### config.mk
export PLATFORM = sky130hd
export DESIGN_NAME = iae_core
export DESIGN_NICKNAME = d
export VERILOG_FILES = /design/src/rtl/iae_pkg.sv /design/src/rtl/iae_core.sv
export SDC_FILE = /design/constraint.sdc
export NUM_CORES = 1
export LEC_CHECK = 0
export ABC_AREA = 1
export BUFFER_PORTS_ARGS = -buffer_cell sky130_fd_sc_hd__buf_4
export CAP_MARGIN = 10
export CORE_ASPECT_RATIO = 1.2
export CORE_MARGIN = 4
export CORE_UTILIZATION = 25
export CTS_CLUSTER_DIAMETER = 30
export DETAILED_ROUTE_END_ITERATION = 12
export HOLD_SLACK_MARGIN = 0.08
export PLACE_DENSITY = 0.48
export SYNTH_ARGS = -nofsm -noshare
export SYNTH_HDL_FRONTEND = slang
export SYNTH_SLANG_ARGS = --single-unit
### constraint.sdc
create_clock -name ref_clk -period 8.7 [get_ports ref_clk]
set_clock_uncertainty 0.05 [all_clocks]
set_input_delay 0.435 -clock ref_clk [delete_from_list [all_inputs] [get_ports ref_clk]]
set_output_delay 0.435 -clock ref_clk [all_outputs]
set_load 0.03 [all_outputs]
### src/rtl/iae_pkg.sv
`default_nettype none
package iae_pkg;
	// Source count and register map
	localparam int NPIN = 8;
	localparam logic [7:0] OFS_CTRL = 8'h00;
	localparam logic [7:0] OFS_STATUS = 8'h04;
	localparam logic [7:0] OFS_PINCFG0 = 8'h08;
	localparam logic [7:0] OFS_PINCFG_LAST = 8'h24;
	localparam logic [7:0] OFS_PINLVL = 8'h28;
	localparam logic [7:0] OFS_STATE = 8'h2c;
	// Field positions
	localparam int CTRL_DET_LSB = 4;
	localparam int SW_IFLAG_BIT = 6;
	localparam int SW_IPL_LSB = 8;
	// Values after reset: mask flag set, priority level 0
	localparam logic [15:0] SW_RST = 16'h0040;
	localparam logic [1:0] DETSEL_RST = 2'h0;
	localparam logic [2:0] IPL_RST = 3'h0;
	localparam logic [2:0] IPL_WDT = 3'h7;
	localparam logic [7:0] BANK_ENTRY = 8'h00;
	// Cycle counts
	localparam logic [2:0] DET_CYC_SLOW = 3'h7;
	localparam logic [2:0] DET_CYC_MID = 3'h4;
	localparam logic [2:0] DET_CYC_FAST = 3'h2;
	localparam logic [4:0] ACK_MIN_CYC = 5'h0f;
	// Source identities and vector table top
	localparam logic [3:0] SRC_WDT = 4'h8;
	localparam logic [3:0] SRC_ZDIV = 4'h9;
	localparam logic [3:0] SRC_AMATCH = 4'ha;
	localparam logic [11:0] VEC_TOP = 12'hffe;

	typedef enum logic [8:0] {
		ST_IDLE = 9'h001,
		ST_DET = 9'h002,
		ST_WAIT = 9'h004,
		ST_BANK = 9'h008,
		ST_PC = 9'h010,
		ST_PS = 9'h020,
		ST_MASK = 9'h040,
		ST_VEC = 9'h080,
		ST_FILL = 9'h100
	} iae_state_e;

	// Per-pin configuration, laid out as it reads on the bus
	typedef struct packed {
		logic sense;
		logic pol;
		logic req;
		logic [2:0] lvl;
	} iae_pincfg_s;

	// One stack beat: 16-bit word or low byte only
	typedef struct packed {
		logic [15:0] data;
		logic wide;
	} iae_push_s;
endpackage : iae_pkg
`default_nettype wire

### src/rtl/iae_core.sv
// Operation
// - Accepting a source clears that source's pending request flag.
// - Entry starts the cycle after the interrupted instruction completes.
// - Push bank, PC, status; set mask; load level; load vector; clear bank.
// - Handler address comes from the vector table below FFF hex.
// - Entry takes at least 15 clock cycles before the handler runs.
// - Ordinary sources load their level into the CPU priority level.
// - Reset sets the CPU priority level to 000.
// - Watchdog acceptance sets the CPU priority level to 111.
// - Zero-division and address-match leave the priority level unchanged.
// - Even stack pointer pushes PC and status as 16-bit words; odd pushes bytes; bank is always one byte.
// - Only bank, PC and status word are pushed by hardware.
// - Return pops bank, PC and status, restoring the priority level.
// - Nested requests need level above current level; lower ones stay pending.
// - Watchdog, zero-division, address-match are accepted regardless of mask or level.
// - Sense and polarity bits: 00 fall, 01 rise, 10 high, 11 low.
// - Pins are monitored continuously; unused sources should get level 0.
// - Accept only with mask 0, request 1, level above CPU level.
// - Detection time select: 00 seven, 01 four, 10 two cycles.
// - Level sense ignores the flag; request lasts only while level valid.
// - CPU priority level sits in status word bits 8 to 10.
`default_nettype none
module iae_core (
	input wire logic ref_clk,
	input wire logic srst,
	input wire logic psel,
	input wire logic penable,
	input wire logic pwrite,
	input wire logic [7:0] paddr,
	input wire logic [31:0] pwdata,
	output logic [31:0] prdata,
	output logic pready,
	output logic pslverr,
	input wire logic [iae_pkg::NPIN-1:0] ext_irq_pin,
	input wire logic wdt_req,
	input wire logic zdiv_req,
	input wire logic amatch_req,
	input wire logic opfetch,
	input wire logic instr_done,
	input wire logic [15:0] sp_in,
	input wire logic [15:0] pc_in,
	input wire logic [7:0] bank_in,
	output logic push_valid,
	output var iae_pkg::iae_push_s push_beat,
	input wire logic push_ready,
	output logic vec_req,
	output logic [11:0] vec_addr,
	input wire logic [15:0] vec_data,
	input wire logic vec_ack,
	input wire logic rtn_valid,
	input wire logic [15:0] rtn_status,
	output logic entry_go,
	output logic [15:0] entry_pc,
	output logic [7:0] entry_bank,
	output logic [15:0] status_word,
	output logic ack_busy
);
	localparam int N = iae_pkg::NPIN;

	function automatic logic [2:0] det_cycles(input logic [1:0] sel);
		unique case (sel)
			2'h1: det_cycles = iae_pkg::DET_CYC_MID;
			2'h2: det_cycles = iae_pkg::DET_CYC_FAST;
			default: det_cycles = iae_pkg::DET_CYC_SLOW; // Reserved code falls back to slowest
		endcase
	endfunction : det_cycles

	function automatic logic cfg_hit(input logic [7:0] a, input int i);
		cfg_hit = (a == 8'(iae_pkg::OFS_PINCFG0 + 8'(4 * i)));
	endfunction : cfg_hit

	iae_pkg::iae_state_e st_r, st_nxt;
	iae_pkg::iae_pincfg_s cfg_r [N];
	logic [N-1:0] pin_m_r, pin_s_r, pin_d_r;
	logic [N-1:0] req_now, acc_clr, snap_req_r;
	logic [2:0] snap_lvl_r [N];
	logic [1:0] detsel_r;
	logic [2:0] det_cnt_r;
	logic wdt_pend_r, zdiv_pend_r, amatch_pend_r;
	logic [3:0] src_r;
	logic [2:0] src_lvl_r;
	logic [15:0] sw_r, snap_pc_r, snap_sw_r;
	logic [7:0] snap_bank_r;
	logic sp_odd_r, half_r;
	logic [4:0] ack_cnt_r;
	logic push_valid_r, vec_req_r, entry_go_r;
	iae_pkg::iae_push_s beat_r, beat_nxt;
	logic beat_last;
	logic [11:0] vec_addr_r;
	logic [15:0] entry_pc_r;
	logic [7:0] entry_bank_r;
	logic [31:0] prdata_r;

	// Bus decode; zero wait states, so ready is tied high
	wire wr_acc = psel & penable & pwrite;
	wire setup = psel & ~penable;
	wire cfg_range = (paddr >= iae_pkg::OFS_PINCFG0) && (paddr <= iae_pkg::OFS_PINCFG_LAST) && (paddr[1:0] == 2'h0);
	wire addr_ok = cfg_range || paddr == iae_pkg::OFS_CTRL || paddr == iae_pkg::OFS_STATUS
		|| paddr == iae_pkg::OFS_PINLVL || paddr == iae_pkg::OFS_STATE;
	wire wr_ctrl = wr_acc && paddr == iae_pkg::OFS_CTRL;
	wire wr_sw = wr_acc && paddr == iae_pkg::OFS_STATUS;
	assign pready = 1'b1;
	assign pslverr = psel & penable & ~addr_ok;

	// Two-stage pin synchroniser plus a history stage for edges
	always_ff @(posedge ref_clk) begin
		if (srst) begin
			pin_m_r <= '0;
			pin_s_r <= '0;
			pin_d_r <= '0;
		end else begin
			pin_m_r <= ext_irq_pin;
			pin_s_r <= pin_m_r;
			pin_d_r <= pin_s_r;
		end
	end

	// Per-pin sense logic and request flag; a new edge beats a clear
	for (genvar i = 0; i < N; i++) begin : g_pin
		wire rise = pin_s_r[i] & ~pin_d_r[i];
		wire fall = ~pin_s_r[i] & pin_d_r[i];
		wire edge_hit = ~cfg_r[i].sense & (cfg_r[i].pol ? rise : fall);
		wire level_ok = cfg_r[i].sense & (pin_s_r[i] == ~cfg_r[i].pol);
		assign req_now[i] = cfg_r[i].sense ? level_ok : cfg_r[i].req;
		iae_pkg::iae_pincfg_s cfg_nxt;
		always_comb begin
			cfg_nxt = cfg_r[i];
			if (wr_acc && cfg_hit(paddr, i))
				cfg_nxt = iae_pkg::iae_pincfg_s'(pwdata[5:0]);
			if (acc_clr[i])
				cfg_nxt.req = 1'b0;
			if (edge_hit)
				cfg_nxt.req = 1'b1;
		end
		always_ff @(posedge ref_clk) begin
			if (srst)
				cfg_r[i] <= '0;
			else
				cfg_r[i] <= cfg_nxt;
		end
	end

	// Arbitration over the latched snapshot; ties go to the higher pin
	logic [2:0] best_lvl;
	logic [2:0] best_idx;
	always_comb begin
		best_lvl = 3'h0;
		best_idx = 3'h0;
		for (int i = 0; i < N; i++) begin
			if (snap_req_r[i] && snap_lvl_r[i] != 3'h0 && snap_lvl_r[i] >= best_lvl) begin
				best_lvl = snap_lvl_r[i];
				best_idx = 3'(i);
			end
		end
	end

	wire [2:0] cpu_priority_level = sw_r[iae_pkg::SW_IPL_LSB +: 3];
	wire iflag = sw_r[iae_pkg::SW_IFLAG_BIT];
	wire det_end = (st_r == iae_pkg::ST_DET) && det_cnt_r == 3'h1;
	wire pin_win = det_end && ~iflag && best_lvl > cpu_priority_level;
	wire sp_any = wdt_pend_r | zdiv_pend_r | amatch_pend_r;
	wire sp_take = sp_any && (st_r == iae_pkg::ST_IDLE || st_r == iae_pkg::ST_DET);
	wire [3:0] sp_src = wdt_pend_r ? iae_pkg::SRC_WDT : (zdiv_pend_r ? iae_pkg::SRC_ZDIV : iae_pkg::SRC_AMATCH);
	wire pin_take = pin_win && ~sp_take;
	assign acc_clr = pin_take ? (N'(1) << best_idx) : '0;

	// Pending flags of the fixed-level sources; arrival beats acceptance
	always_ff @(posedge ref_clk) begin
		if (srst) begin
			wdt_pend_r <= 1'b0;
			zdiv_pend_r <= 1'b0;
			amatch_pend_r <= 1'b0;
		end else begin
			wdt_pend_r <= wdt_req | (wdt_pend_r & ~(sp_take && sp_src == iae_pkg::SRC_WDT));
			zdiv_pend_r <= zdiv_req | (zdiv_pend_r & ~(sp_take && sp_src == iae_pkg::SRC_ZDIV));
			amatch_pend_r <= amatch_req | (amatch_pend_r & ~(sp_take && sp_src == iae_pkg::SRC_AMATCH));
		end
	end

	// Stack beat selection: byte pushes go high byte first
	always_comb begin
		beat_nxt = '0;
		beat_last = 1'b1;
		unique case (1'b1)
			st_r == iae_pkg::ST_BANK:
				beat_nxt.data = {8'h00, snap_bank_r};
			st_r == iae_pkg::ST_PC: begin
				beat_nxt.wide = ~sp_odd_r;
				beat_nxt.data = ~sp_odd_r ? snap_pc_r : {8'h00, half_r ? snap_pc_r[7:0] : snap_pc_r[15:8]};
				beat_last = ~sp_odd_r | half_r;
			end
			st_r == iae_pkg::ST_PS: begin
				beat_nxt.wide = ~sp_odd_r;
				beat_nxt.data = ~sp_odd_r ? snap_sw_r : {8'h00, half_r ? snap_sw_r[7:0] : snap_sw_r[15:8]};
				beat_last = ~sp_odd_r | half_r;
			end
			default: beat_nxt = '0;
		endcase
	end

	wire beat_done = push_valid_r & push_ready;

	// Entry sequencer: bank, PC, status, mask, vector, then pad to minimum
	always_comb begin
		st_nxt = st_r;
		unique case (st_r)
			iae_pkg::ST_IDLE:
				if (sp_take)
					st_nxt = iae_pkg::ST_WAIT;
				else if (opfetch)
					st_nxt = iae_pkg::ST_DET;
			iae_pkg::ST_DET:
				if (sp_take || pin_take)
					st_nxt = iae_pkg::ST_WAIT;
				else if (det_end)
					st_nxt = iae_pkg::ST_IDLE;
			iae_pkg::ST_WAIT:
				if (instr_done)
					st_nxt = iae_pkg::ST_BANK;
			iae_pkg::ST_BANK:
				if (beat_done)
					st_nxt = iae_pkg::ST_PC;
			iae_pkg::ST_PC:
				if (beat_done && beat_last)
					st_nxt = iae_pkg::ST_PS;
			iae_pkg::ST_PS:
				if (beat_done && beat_last)
					st_nxt = iae_pkg::ST_MASK;
			iae_pkg::ST_MASK:
				st_nxt = iae_pkg::ST_VEC;
			iae_pkg::ST_VEC:
				if (vec_ack)
					st_nxt = iae_pkg::ST_FILL;
			iae_pkg::ST_FILL:
				if (ack_cnt_r >= iae_pkg::ACK_MIN_CYC - 5'h1)
					st_nxt = iae_pkg::ST_IDLE;
			default: st_nxt = iae_pkg::ST_IDLE;
		endcase
	end

	// Sequencer state, detection timer and acceptance capture
	always_ff @(posedge ref_clk) begin
		if (srst) begin
			st_r <= iae_pkg::ST_IDLE;
			det_cnt_r <= '0;
			snap_req_r <= '0;
			src_r <= '0;
			src_lvl_r <= '0;
		end else begin
			st_r <= st_nxt;
			if (st_r == iae_pkg::ST_IDLE && opfetch) begin
				det_cnt_r <= det_cycles(detsel_r);
				snap_req_r <= req_now; // Frozen so late changes wait for the next fetch
			end else if (st_r == iae_pkg::ST_DET) begin
				det_cnt_r <= det_cnt_r - 3'h1;
			end
			if (sp_take)
				src_r <= sp_src;
			else if (pin_take) begin
				src_r <= {1'b0, best_idx};
				src_lvl_r <= best_lvl;
			end
		end
	end

	for (genvar i = 0; i < N; i++) begin : g_snap
		always_ff @(posedge ref_clk) begin
			if (srst)
				snap_lvl_r[i] <= '0;
			else if (st_r == iae_pkg::ST_IDLE && opfetch)
				snap_lvl_r[i] <= cfg_r[i].lvl;
		end
	end

	// Context capture, stack beats, vector fetch and handler launch
	always_ff @(posedge ref_clk) begin
		if (srst) begin
			snap_pc_r <= '0;
			snap_sw_r <= '0;
			snap_bank_r <= '0;
			sp_odd_r <= 1'b0;
			half_r <= 1'b0;
			ack_cnt_r <= '0;
			push_valid_r <= 1'b0;
			beat_r <= '0;
			vec_req_r <= 1'b0;
			vec_addr_r <= '0;
			entry_go_r <= 1'b0;
			entry_pc_r <= '0;
			entry_bank_r <= '0;
		end else begin
			entry_go_r <= 1'b0;
			ack_cnt_r <= ack_cnt_r + 5'h1;
			if (st_r == iae_pkg::ST_WAIT && instr_done) begin
				snap_pc_r <= pc_in;
				snap_bank_r <= bank_in;
				snap_sw_r <= sw_r;
				sp_odd_r <= sp_in[0];
				half_r <= 1'b0;
				ack_cnt_r <= '0;
			end
			if (beat_done) begin
				push_valid_r <= 1'b0;
				half_r <= ~beat_last;
			end else if (!push_valid_r && (st_r == iae_pkg::ST_BANK || st_r == iae_pkg::ST_PC
				|| st_r == iae_pkg::ST_PS)) begin
				push_valid_r <= 1'b1;
				beat_r <= beat_nxt;
			end
			if (st_r == iae_pkg::ST_MASK) begin
				vec_req_r <= 1'b1;
				vec_addr_r <= iae_pkg::VEC_TOP - {7'h00, src_r, 1'b0};
			end
			if (st_r == iae_pkg::ST_VEC && vec_ack) begin
				vec_req_r <= 1'b0;
				entry_pc_r <= vec_data;
			end
			if (st_r == iae_pkg::ST_FILL && st_nxt == iae_pkg::ST_IDLE) begin
				entry_go_r <= 1'b1;
				entry_bank_r <= iae_pkg::BANK_ENTRY;
			end
		end
	end

	// Status word: entry wins over a return, a return over a bus write
	logic [2:0] ipl_entry;
	always_comb begin
		if (src_r == iae_pkg::SRC_WDT)
			ipl_entry = iae_pkg::IPL_WDT;
		else if (src_r == iae_pkg::SRC_ZDIV || src_r == iae_pkg::SRC_AMATCH)
			ipl_entry = cpu_priority_level;
		else
			ipl_entry = src_lvl_r;
	end

	always_ff @(posedge ref_clk) begin
		if (srst) begin
			sw_r <= iae_pkg::SW_RST;
			detsel_r <= iae_pkg::DETSEL_RST;
		end else begin
			if (st_r == iae_pkg::ST_MASK) begin
				sw_r[iae_pkg::SW_IFLAG_BIT] <= 1'b1;
				sw_r[iae_pkg::SW_IPL_LSB +: 3] <= ipl_entry;
			end else if (rtn_valid)
				sw_r <= rtn_status;
			else if (wr_sw)
				sw_r <= pwdata[15:0];
			if (wr_ctrl)
				detsel_r <= pwdata[iae_pkg::CTRL_DET_LSB +: 2];
		end
	end

	// Read data is captured in the setup cycle and stands through access
	logic [31:0] rd_mux;
	always_comb begin
		rd_mux = '0;
		if (paddr == iae_pkg::OFS_CTRL)
			rd_mux = {26'h0, detsel_r, 4'h0};
		else if (paddr == iae_pkg::OFS_STATUS)
			rd_mux = {16'h0000, sw_r};
		else if (paddr == iae_pkg::OFS_PINLVL)
			rd_mux = {24'h00_0000, pin_s_r};
		else if (paddr == iae_pkg::OFS_STATE)
			rd_mux = {23'h00_0000, st_r};
		for (int i = 0; i < N; i++)
			if (cfg_hit(paddr, i))
				rd_mux = {26'h0, cfg_r[i]};
	end

	always_ff @(posedge ref_clk) begin
		if (srst)
			prdata_r <= '0;
		else if (setup && !pwrite)
			prdata_r <= rd_mux;
	end

	assign prdata = prdata_r;
	assign push_valid = push_valid_r;
	assign push_beat = beat_r;
	assign vec_req = vec_req_r;
	assign vec_addr = vec_addr_r;
	assign entry_go = entry_go_r;
	assign entry_pc = entry_pc_r;
	assign entry_bank = entry_bank_r;
	assign status_word = sw_r;
	assign ack_busy = ~(st_r == iae_pkg::ST_IDLE || st_r == iae_pkg::ST_DET);
endmodule : iae_core
`default_nettype wire

# Yosys cells after proc, flatten, opt, wreduce, memory -nomap -nowiden
# Memories as Yosys holds them, arrays and structs flattened.
# Cells that the tools add are included.
# op_classes
add_sub_neg	3
magnitude_cmp	12
n_eq_ne	39
shifts	1
muxes	123
n_bitwise	106
reduce_logical	78
# ops
op	count
$mux 32	8
$mux 9	12
$mux 16	6
$mux 6	16
$mux 3	27
$pmux 9 s9	1
$pmux 16 s3	1
$mux 1	44
$not 1->1	44
$logic_and 1x1->1	43
$and 1x1->1	40
$eq 8x5->1 const B	4
$eq 8x6->1 const B	4
$reduce_bool 3->1	9
$eq 4x4->1 const B	6
$mux 8	3
$or 1x1->1	22
$ge 3x3->1	7
$eq 9x1->1 const B	2
$eq 8x4->1 const B	2
$reduce_or 2->1	5
$eq 9x2->1 const B	1
$eq 9x3->1 const B	1
$eq 9x4->1 const B	1
29 further kinds	53
# word_totals
register_bits	199
ramBits	72
in_bits	133
out_inout_bits	107
elab_cells	393
mem_count	2
# mem_list
memory	depth	word_bits	read_ports	rd_clocked_by_memory_dff	write_ports	line	text
cfg_r	8	6	8	0	8	iae_core.sv:73	iae_pkg::iae_pincfg_s cfg_r [N];
snap_lvl_r	8	3	8	0	8	iae_core.sv:76	logic [2:0] snap_lvl_r [N];

# Logic depth before layout (Yosys ltp)
# Gate-level depths: netlist of the first run.
# An unclocked memory read counts as a cell.
# logic_depth
depth_word	35
ltp_mapped	80

# Worst setup path before layout of the first run
# No wires, ideal clock.
# synth_timing
path_type	register to register
startpoint	memory snap_lvl_r[0][0]
endpoint	memory cfg_r[0][15] (netlist name)
setup_ps	132
t_arrival_ps	8106
required_ps	8518
slack_ps	412
path_stages_with_launch	79
path_buffers	1
path_cell_list	edfxtp_1 > nor2_1 > nand2_1 > nand3_1 > ha_1 > nand2_1 > inv_1 > nand2_1 > nand2_1 > nand2_2 > o21ai_0 > ha_1 > inv_1 > nand2_1 > o21ai_0 > inv_1 > nand2_2 > nand2_2 > (+43 left out) > nand3_1 > o211ai_1 > nand2_1 > inv_1 > nand2_1 > o21ai_2 > ha_1 > nand2_1 > o21ai_0 > inv_1 > nor3_1 > nand3_1 > nor2_2 > inv_1 > nor2_1 > nand3_1 > nand2_1 > a21oi_1
# synth_rtl
element	line
start: declaration	iae_core.sv:76
end: declaration	iae_core.sv:73

==> results of run 1 <==
[report_power, final]
part           switching (mW)  total, mW  internal [mW]
Combinational           0.232      0.386          0.154
Clock                   0.658       2.02           1.36
Sequential             0.0366       1.24           1.20
Total                   0.927       3.64           2.71
[layer usage]
layer | routed length, µm | share of wire [%]
met4 | 1100 | 2.7
met1 | 16830 | 42
met2 | 20500 | 51
met5 | 0 | 0
met3 | 1835 | 4.6
[registers in the layout, indices dropped and copies added, names as in the netlist, 9 cells and up]
register / cells
cfg_r: 48
push_beat: 17
snap_sw_r: 16
st_r: 9
snap_lvl_r: 24
status_word: 16
prdata: 16
snap_pc_r: 16
entry_pc: 16
[stage by stage]
step	setup slack [ns]	hold slack [ns]	cells	cell area (µm²)	power, mW
detailed placement	-0.2572	0.3515	2352	13710	1.602
floorplan	0.4121	0.3383	1601	11690	1.464
finish	0.4921	0.09474	2500	16260	3.640
CTS	0.001297	0.08167	2485	15900	3.655
global placement	0.1900	0.3527	2352	13710	1.597
global route	-0.1858	0.1150	2499	16260	3.784
[layout make-up]
type	count	share of cell area [%]
Tap cell	616	4.741
Antenna cell	1	0.01539
Clock inverter	36	2.647
Clock buffer	58	8.335
Sequential cell	248	32.02
Inverter	222	5.149
Timing Repair Buffer	280	13.70
Multi-Input combinational cell	1039	33.39
[cells by family after synthesis]
logic type      count (synthesis)  share of synthesized area [%]
simple gates                  544                          19.69
compound gates                437                          20.86
buf+inv                       314                          11.26
flops                         248                          44.86
fa+ha+maj                      24                          2.588
xor+xnor                        4                         0.3020
mux                             4                         0.3774
other cells                     2                        0.06473
[worst paths after layout]
path                     from              to  slack, ns  cells past startpoint
max reg2reg  snap_lvl_r[0][1]     cfg_r[0][3]       0.49                     71
min                bank_in[5]  snap_bank_r[5]       0.09                      3
min reg2reg        pin_m_r[7]      pin_s_r[7]       0.35                      2
max          snap_lvl_r[0][1]     cfg_r[0][3]       0.49                     71
[cells in the final DEF (no fill, tap or decap), types with 26 or more instances in the layout]
cell type and count:
buf_4 238, nor2_1 227, dfxtp_1 223, inv_1 213, nand2_1 195, o21ai_0 171
a21oi_1 155, clkbuf_16 53, dlygate4sd3_1 39, nand3_1 38, o22ai_1 27, conb_1 26
[worst max-delay path: cells and delay by family, from the launching register on]
| family | cells | cell delay [ns] |
|---|---|---|
| AO/OA/AOI/OAI | 13 | 1.37 |
| adder cells (fa/ha/maj) | 8 | 2.12 |
| buffers and inverters | 11 | 0.98 |
| flip-flops | 1 | 0.37 |
| AND/OR/NAND/NOR | 39 | 3.15 |
[repair_timing]
item / 4_1_cts / 5_1_grt
endpoints found under the setup margin: 12 / 17
pin swaps: 3 / 36
resized for setup: 8 / 66
hold buffers: 39 / 0
setup buffers: 0 / 13
gates cloned: 0 / 0
endpoints found under the hold margin: 39 / 0
==> run metrics, run 1 <==
status complete, no violations; Initial Util 25.25%; htree depth 2; WS Path Type reg -> reg; Die X just over 200 µm; Yosys warning total 0; Final ANT Viol Nets 0; CP peak stage delay 0.37 ns; share of layout cells above drive strength 1 21.93%; die height 244.0 µm; CP arrival around 8.6 ns; crit share post-route between 90% and 100%; Critical Path Fanout Max 6; post-synth top area share roughly 39%; M1 GR Usage between 10% and 20%; Min Clock Period, post-route 8.208 ns; prevailing post-synth register cell dfxtp_1; Startpoint Class flip-flop; I/O Buffers approximately 180; fillcell total just under 5000; PD cells roughly 220 nW/µm²; Final Routed Wirelength approximately 40 mm; setup TNS 0 ns; Required @ worst endpoint 9.04 ns; synth cell count leaders 230 x nor2_1, 224 x dfxtp_1, 217 x inv_1, 211 x nand2_1, 185 x o21ai_0; WL/cell 16.11 µm; Sequential cell area approximately 5200 µm²; number of buffers created by CTS just over 50; GRT met2 Usage 27.99%; num ports 240; Area growth syn-to-layout 40.13%; drt pass-1 iters 5; GPL Wtd Cong between 0.8 and 0.9; Synth Cell Area approximately 12000 µm²; crit path capture type flip-flop; CP most frequent cell nand2_2; dominant cells by area after synthesis dfxtp_1 39%, o21ai_0 8.0%, nor2_1 7.4%; Via Count roughly 11000; leading cell type by number of instances after synthesis nor2_1; vias in the first global route about 11000; DRC Markers 0; Max Buffers Root-to-Sink 3; Final Slew Violations 0; Vias/cell between 4 and 5; CTS tree done; worst hold-check path type in -> reg; core area between 40000 and 50000 µm²; Fmax between 100 and 150 MHz; # clock sinks between 200 and 250; Clock Tree Root clkbuf_16; combined area of the multi-input logic cells 5429 µm²; Max-slew headroom a little under a third; grt ovf 0; Async SR Flop Fraction 0%; dpl hpwl ~30 mm; Site Rows 86; EDFF count, synth 24; Final nets around 2000; final hold violations 0; Slew @ Worst Pin around 1 ns; Synth Register Bits about 250; post-synthesis cell count between 1500 and 2000; post-synthesis sequential area ratio about 45%; initial antenna violation count 0; clock slew at reported path FFs 0.05 ns; full die area between 40000 and 50000 µm²; Leak ~6.7 nW; met3 GRT Util about 2.6%; Syn Area/Cell between 7 and 8 µm²; gr busiest metal met2; post-synth top area cell dfxtp_1; Worst path slowest cell edfxtp_1; synth unique cells 45; max_cap viols 0; gr usage total 15.64%; first-pass GRT wire length around 62 mm; initial DRC count around 590; Worst VDD drop roughly 0.00012 V; largest net degree at the start of global routing 100; fin util 35.38%; RSZ-0062 raised after global routing yes; endpoints failing setup 0; Skew-Pair Late Insertion Delay about 0.56 ns
Power figures use the tool's default switching activity.
==> inputs of run 2 (changes only) <==
--- a/config.mk
+++ b/config.mk
@@ -5,11 +5,10 @@
 export SDC_FILE = /design/constraint.sdc
 export NUM_CORES = 1
 export LEC_CHECK = 0
-export ABC_AREA = 1
 export BUFFER_PORTS_ARGS = -buffer_cell sky130_fd_sc_hd__buf_4
 export CAP_MARGIN = 10
 export CORE_ASPECT_RATIO = 1.2
-export CORE_MARGIN = 4
+export CORE_MARGIN = 8
 export CORE_UTILIZATION = 25
 export CTS_CLUSTER_DIAMETER = 30
 export DETAILED_ROUTE_END_ITERATION = 12
==> run 2 against run 1 <==
Effect of this change:
- the run now ends with setup timing left
- critical path depth shrank 13
- sequential power hardly changed
- total power increased by 0.85%
- combinational power shrank 9.1%
- maximum frequency decreased by 23%
- global-route usage is 0.22 points lower
- clock power increased by 3%
- register-to-register slack got worse by 2.5 ns
- die area up 9.6%
- synthesized cell count fell by 8.8%
- largest cell class unchanged
==> run metrics, run 2 <==
status finished with violations (was complete, no violations); failing checks setup timing; Initial Util 25.30% (was 25.25%); full die area 54730 µm² (was 49940 µm²); net switching share of the total power 25.62% (was 25.47%); worst hold path depth 3 (unchanged); # clock sinks 248 (unchanged); first-pass GRT wire length 67.63 mm (was 62.45 mm); register share of total power 33.9% (was 34.0%); Slew @ Worst Pin 1.055 ns (was 1.028 ns); Max Buffers Root-to-Sink 3 (unchanged); crit share post-route 122.6% (was 94.34%); worst hold start vec_data[12] (was bank_in[5]); core area 46920 µm² (was 45950 µm²); DRC Markers 0 (unchanged); sink of the worst hold path entry_pc[12] (was snap_bank_r[5]); Required @ worst endpoint 9.09 ns (was 9.04 ns); Worst VDD drop 0.0001299 V (was 0.0001162 V); number of buffers created by CTS 53 (was 51); Worst path slowest cell or3_4 (was edfxtp_1); Startpoint Class flip-flop (unchanged); leading cell type by number of instances after synthesis dfxtp_1 (was nor2_1); GPL Wtd Cong 0.8357 (was 0.8774); sw power 940.5 µW (was 927.1 µW); PD cells 213.1 nW/µm² (was 223.9 nW/µm²); Vias/cell 4.732 (was 4.494); post-synthesis sequential area ratio 43.86% (was 44.86%); post-synthesis cell count 1439 (was 1577); largest net degree at the start of global routing 175 (was 100); Placed Cells incl. Taps 2238 (was 2352); Site Rows 87 (was 86); initial DRC count 605 (was 593); Die X 214.9 µm (was 204.7 µm); internal power 2.730 mW (was 2.713 mW); Fmax 93.76 MHz (was 121.8 MHz); Via Count 11430 (was 11230); dominant cells by area after synthesis dfxtp_1 38%, a21oi_1 7.5%, nand2_1 7.0% (was dfxtp_1 39%, o21ai_0 8.0%, nor2_1 7.4%); max_cap viols 0 (unchanged); synth cell count leaders 224 x dfxtp_1, 222 x nand2_1, 178 x a21oi_1, 146 x nor2_1, 75 x clkbuf_1 (was 230 x nor2_1, 224 x dfxtp_1, 217 x inv_1, 211 x nand2_1, 185 x o21ai_0); num ports 240 (unchanged); Max-slew headroom 29.33% (was 31.23%); Area growth syn-to-layout 45.12% (was 40.13%); Critical Path Fanout Max 4 (was 6); Clock Tree Root clkbuf_16 (unchanged); WL/cell 18.12 µm (was 16.11 µm); clock slew at reported path FFs 0.05 ns (about the same); die height 254.7 µm (was 244.0 µm); RSZ-0062 raised after global routing yes (unchanged); Synth Cell Area 11870 µm² (was 11600 µm²); dpl hpwl 31.67 mm (was 29.78 mm); most common cell after layout, fill and taps aside buf_4 (unchanged); synth unique cells 77 (was 45); WS Path Type reg -> reg (unchanged); grt ovf 0 (unchanged); beginning of the critical path snap_lvl_r[0][0] (was snap_lvl_r[0][1]); Sequential cell area 5206 µm² (unchanged); CP arrival 11.06 ns (was 8.55 ns); prevailing post-synth register cell dfxtp_1 (unchanged); final hold violations 0 (unchanged); setup TNS -30.02 ns (was 0 ns); htree depth 2 (unchanged); Min Clock Period, post-route 10.67 ns (was 8.208 ns); Setup WS pre-CTS -2.054 ns (was -0.2572 ns); Clk pwr share 56.6% (was 55.4%); post-synth top area cell dfxtp_1 (unchanged); Final ANT Viol Nets 0 (unchanged); Yosys warning total 0 (unchanged); endpoints failing setup 17 (was 0); ant diodes 0 (was 1); R2R Setup Slk -1.97 ns (was 0.49 ns); share of layout cells above drive strength 1 26.62% (was 21.93%); initial antenna violation count 0 (unchanged); R2R Path End cfg_r[0][3] (unchanged); Largest Register cfg_r (unchanged); Skew-Pair Late Insertion Delay 0.58 ns (was 0.56 ns); Leak 6.587 nW (was 6.684 nW); r2r worst-path depth 58 (was 71); Final nets 1904 (was 1999); Syn Area/Cell 8.247 µm² (was 7.357 µm²); worst hold-check path type in -> reg (unchanged); drt pass-1 iters 5 (unchanged); CP peak stage delay 0.49 ns (was 0.37 ns); EDFF count, synth 24 (unchanged); Comb pwr share 9.6% (was 10.6%); max FFs per register 48 (unchanged); Async SR Flop Fraction 0% (unchanged); crit path capture type flip-flop (unchanged); CP most frequent cell ha_4 (was nand2_2); Final Slew Violations 0 (unchanged); non-filler cells in the finished layout 2415 (was 2500); Synth Register Bits 248 (unchanged); combined area of the multi-input logic cells 6525 µm² (was 5429 µm²); I/O Buffers 182 (unchanged); post-synth top area share 37.79% (was 38.65%); fillcell total 4824 (was 4805); Final Routed Wirelength 43.75 mm (was 40.27 mm); final worst slack -1.965 ns (was 0.4921 ns); launching point of the worst reg2reg path snap_lvl_r[0][0] (was snap_lvl_r[0][1]); most frequent cells in the layout 288 x buf_4, 223 x dfxtp_1, 217 x nand2_1, 172 x a21oi_1, 142 x nor2_1 (was 238 x buf_4, 227 x nor2_1, 223 x dfxtp_1, 213 x inv_1, 195 x nand2_1); vias in the first global route 11570 (was 11130); gr usage total 15.41% (was 15.64%); CTS tree done (unchanged)
[run 2: worst max-delay path by stage]
stage             endpoint  cells past startpoint
2_1_floorplan  cfg_r[0][3]                     58
3_3_place_gp   cfg_r[0][3]                     56
3_5_place_dp   cfg_r[0][3]                     57
4_1_cts        cfg_r[0][3]                     56
5_1_grt        cfg_r[0][3]                     58
6_report       cfg_r[0][3]                     58
[run 2: power groups by stage]
stage | clock (mW) | sequential, mW | combinational, mW
after floorplan | 0 | 1.26 | 0.187
after global placement | 0 | 1.26 | 0.313
after detailed placement | 0 | 1.26 | 0.315
after CTS | 2.12 | 1.24 | 0.341
after global routing | 2.17 | 1.25 | 0.386
final | 2.08 | 1.24 | 0.351
[run 2: cell type report]
cell class / instances / area share [%]
tap: 623 / 4.526
clock buffer: 63 / 8.267
clock inverter: 37 / 2.630
timing repair buffer: 342 / 15.79
multi-input combinational: 1071 / 37.89
inverter: 31 / 0.6756
sequential: 248 / 30.23
[run 2: layer usage]
| layer | track usage (%) | share of wire [%] | vias up |
|---|---|---|---|
| met2 | 26.52 | 48 | 304 |
| li1 | - | - | 5652 |
| met5 | 0 | 0 | - |
| met1 | 18.72 | 43 | 5406 |
| met4 | 4.783 | 2.3 | 0 |
| met3 | 3.974 | 6.3 | 65 |
[run 2: through the flow]
step                total power [mW]  hold slack, ns  util [%]  cell area (µm²)
floorplan                      1.445          0.3638         -            12140
global placement               1.577          0.3754     30.63            14370
detailed placement             1.580          0.3739     30.63            14370
CTS                            3.700         0.08116     36.02            16900
global route                   3.807         0.08055     36.71            17220
finish                         3.670         0.09076     36.71            17220
[run 2: timing repair]
action                                  in CTS  in global routing
buffers inserted                            13                 15
pin swaps                                   25                 51
endpoints found under the setup margin      17                 17
hold buffers                                48                  0
gates resized for setup                     14                 31
endpoints found under the hold margin       48                  0
[run 2: cell families (layout without fill, tap and decap cells)]
family	count (synthesis)	after routing	share of synthesized area, %
AND/OR/NAND/NOR	597	597	23.22
multiplexers	46	46	3.922
XOR/XNOR	13	13	0.9594
buffers and inverters	144	473	5.640
AO/OA/AOI/OAI	364	364	19.72
other	2	26	0.06328
adder cells (fa/ha/maj)	25	25	2.625
flip-flops	248	248	43.86
[run 2: worst max-delay path: cells and delay by family, from the launching register on]
family,cells,cell delay (ns)
adders and majority gates,8,1.89
AOI/OAI and AO/OA,26,4.64
DFF,1,0.35
and+or+nand+nor,19,2.87
buffers and inverters,4,0.40
muxes,1,0.32
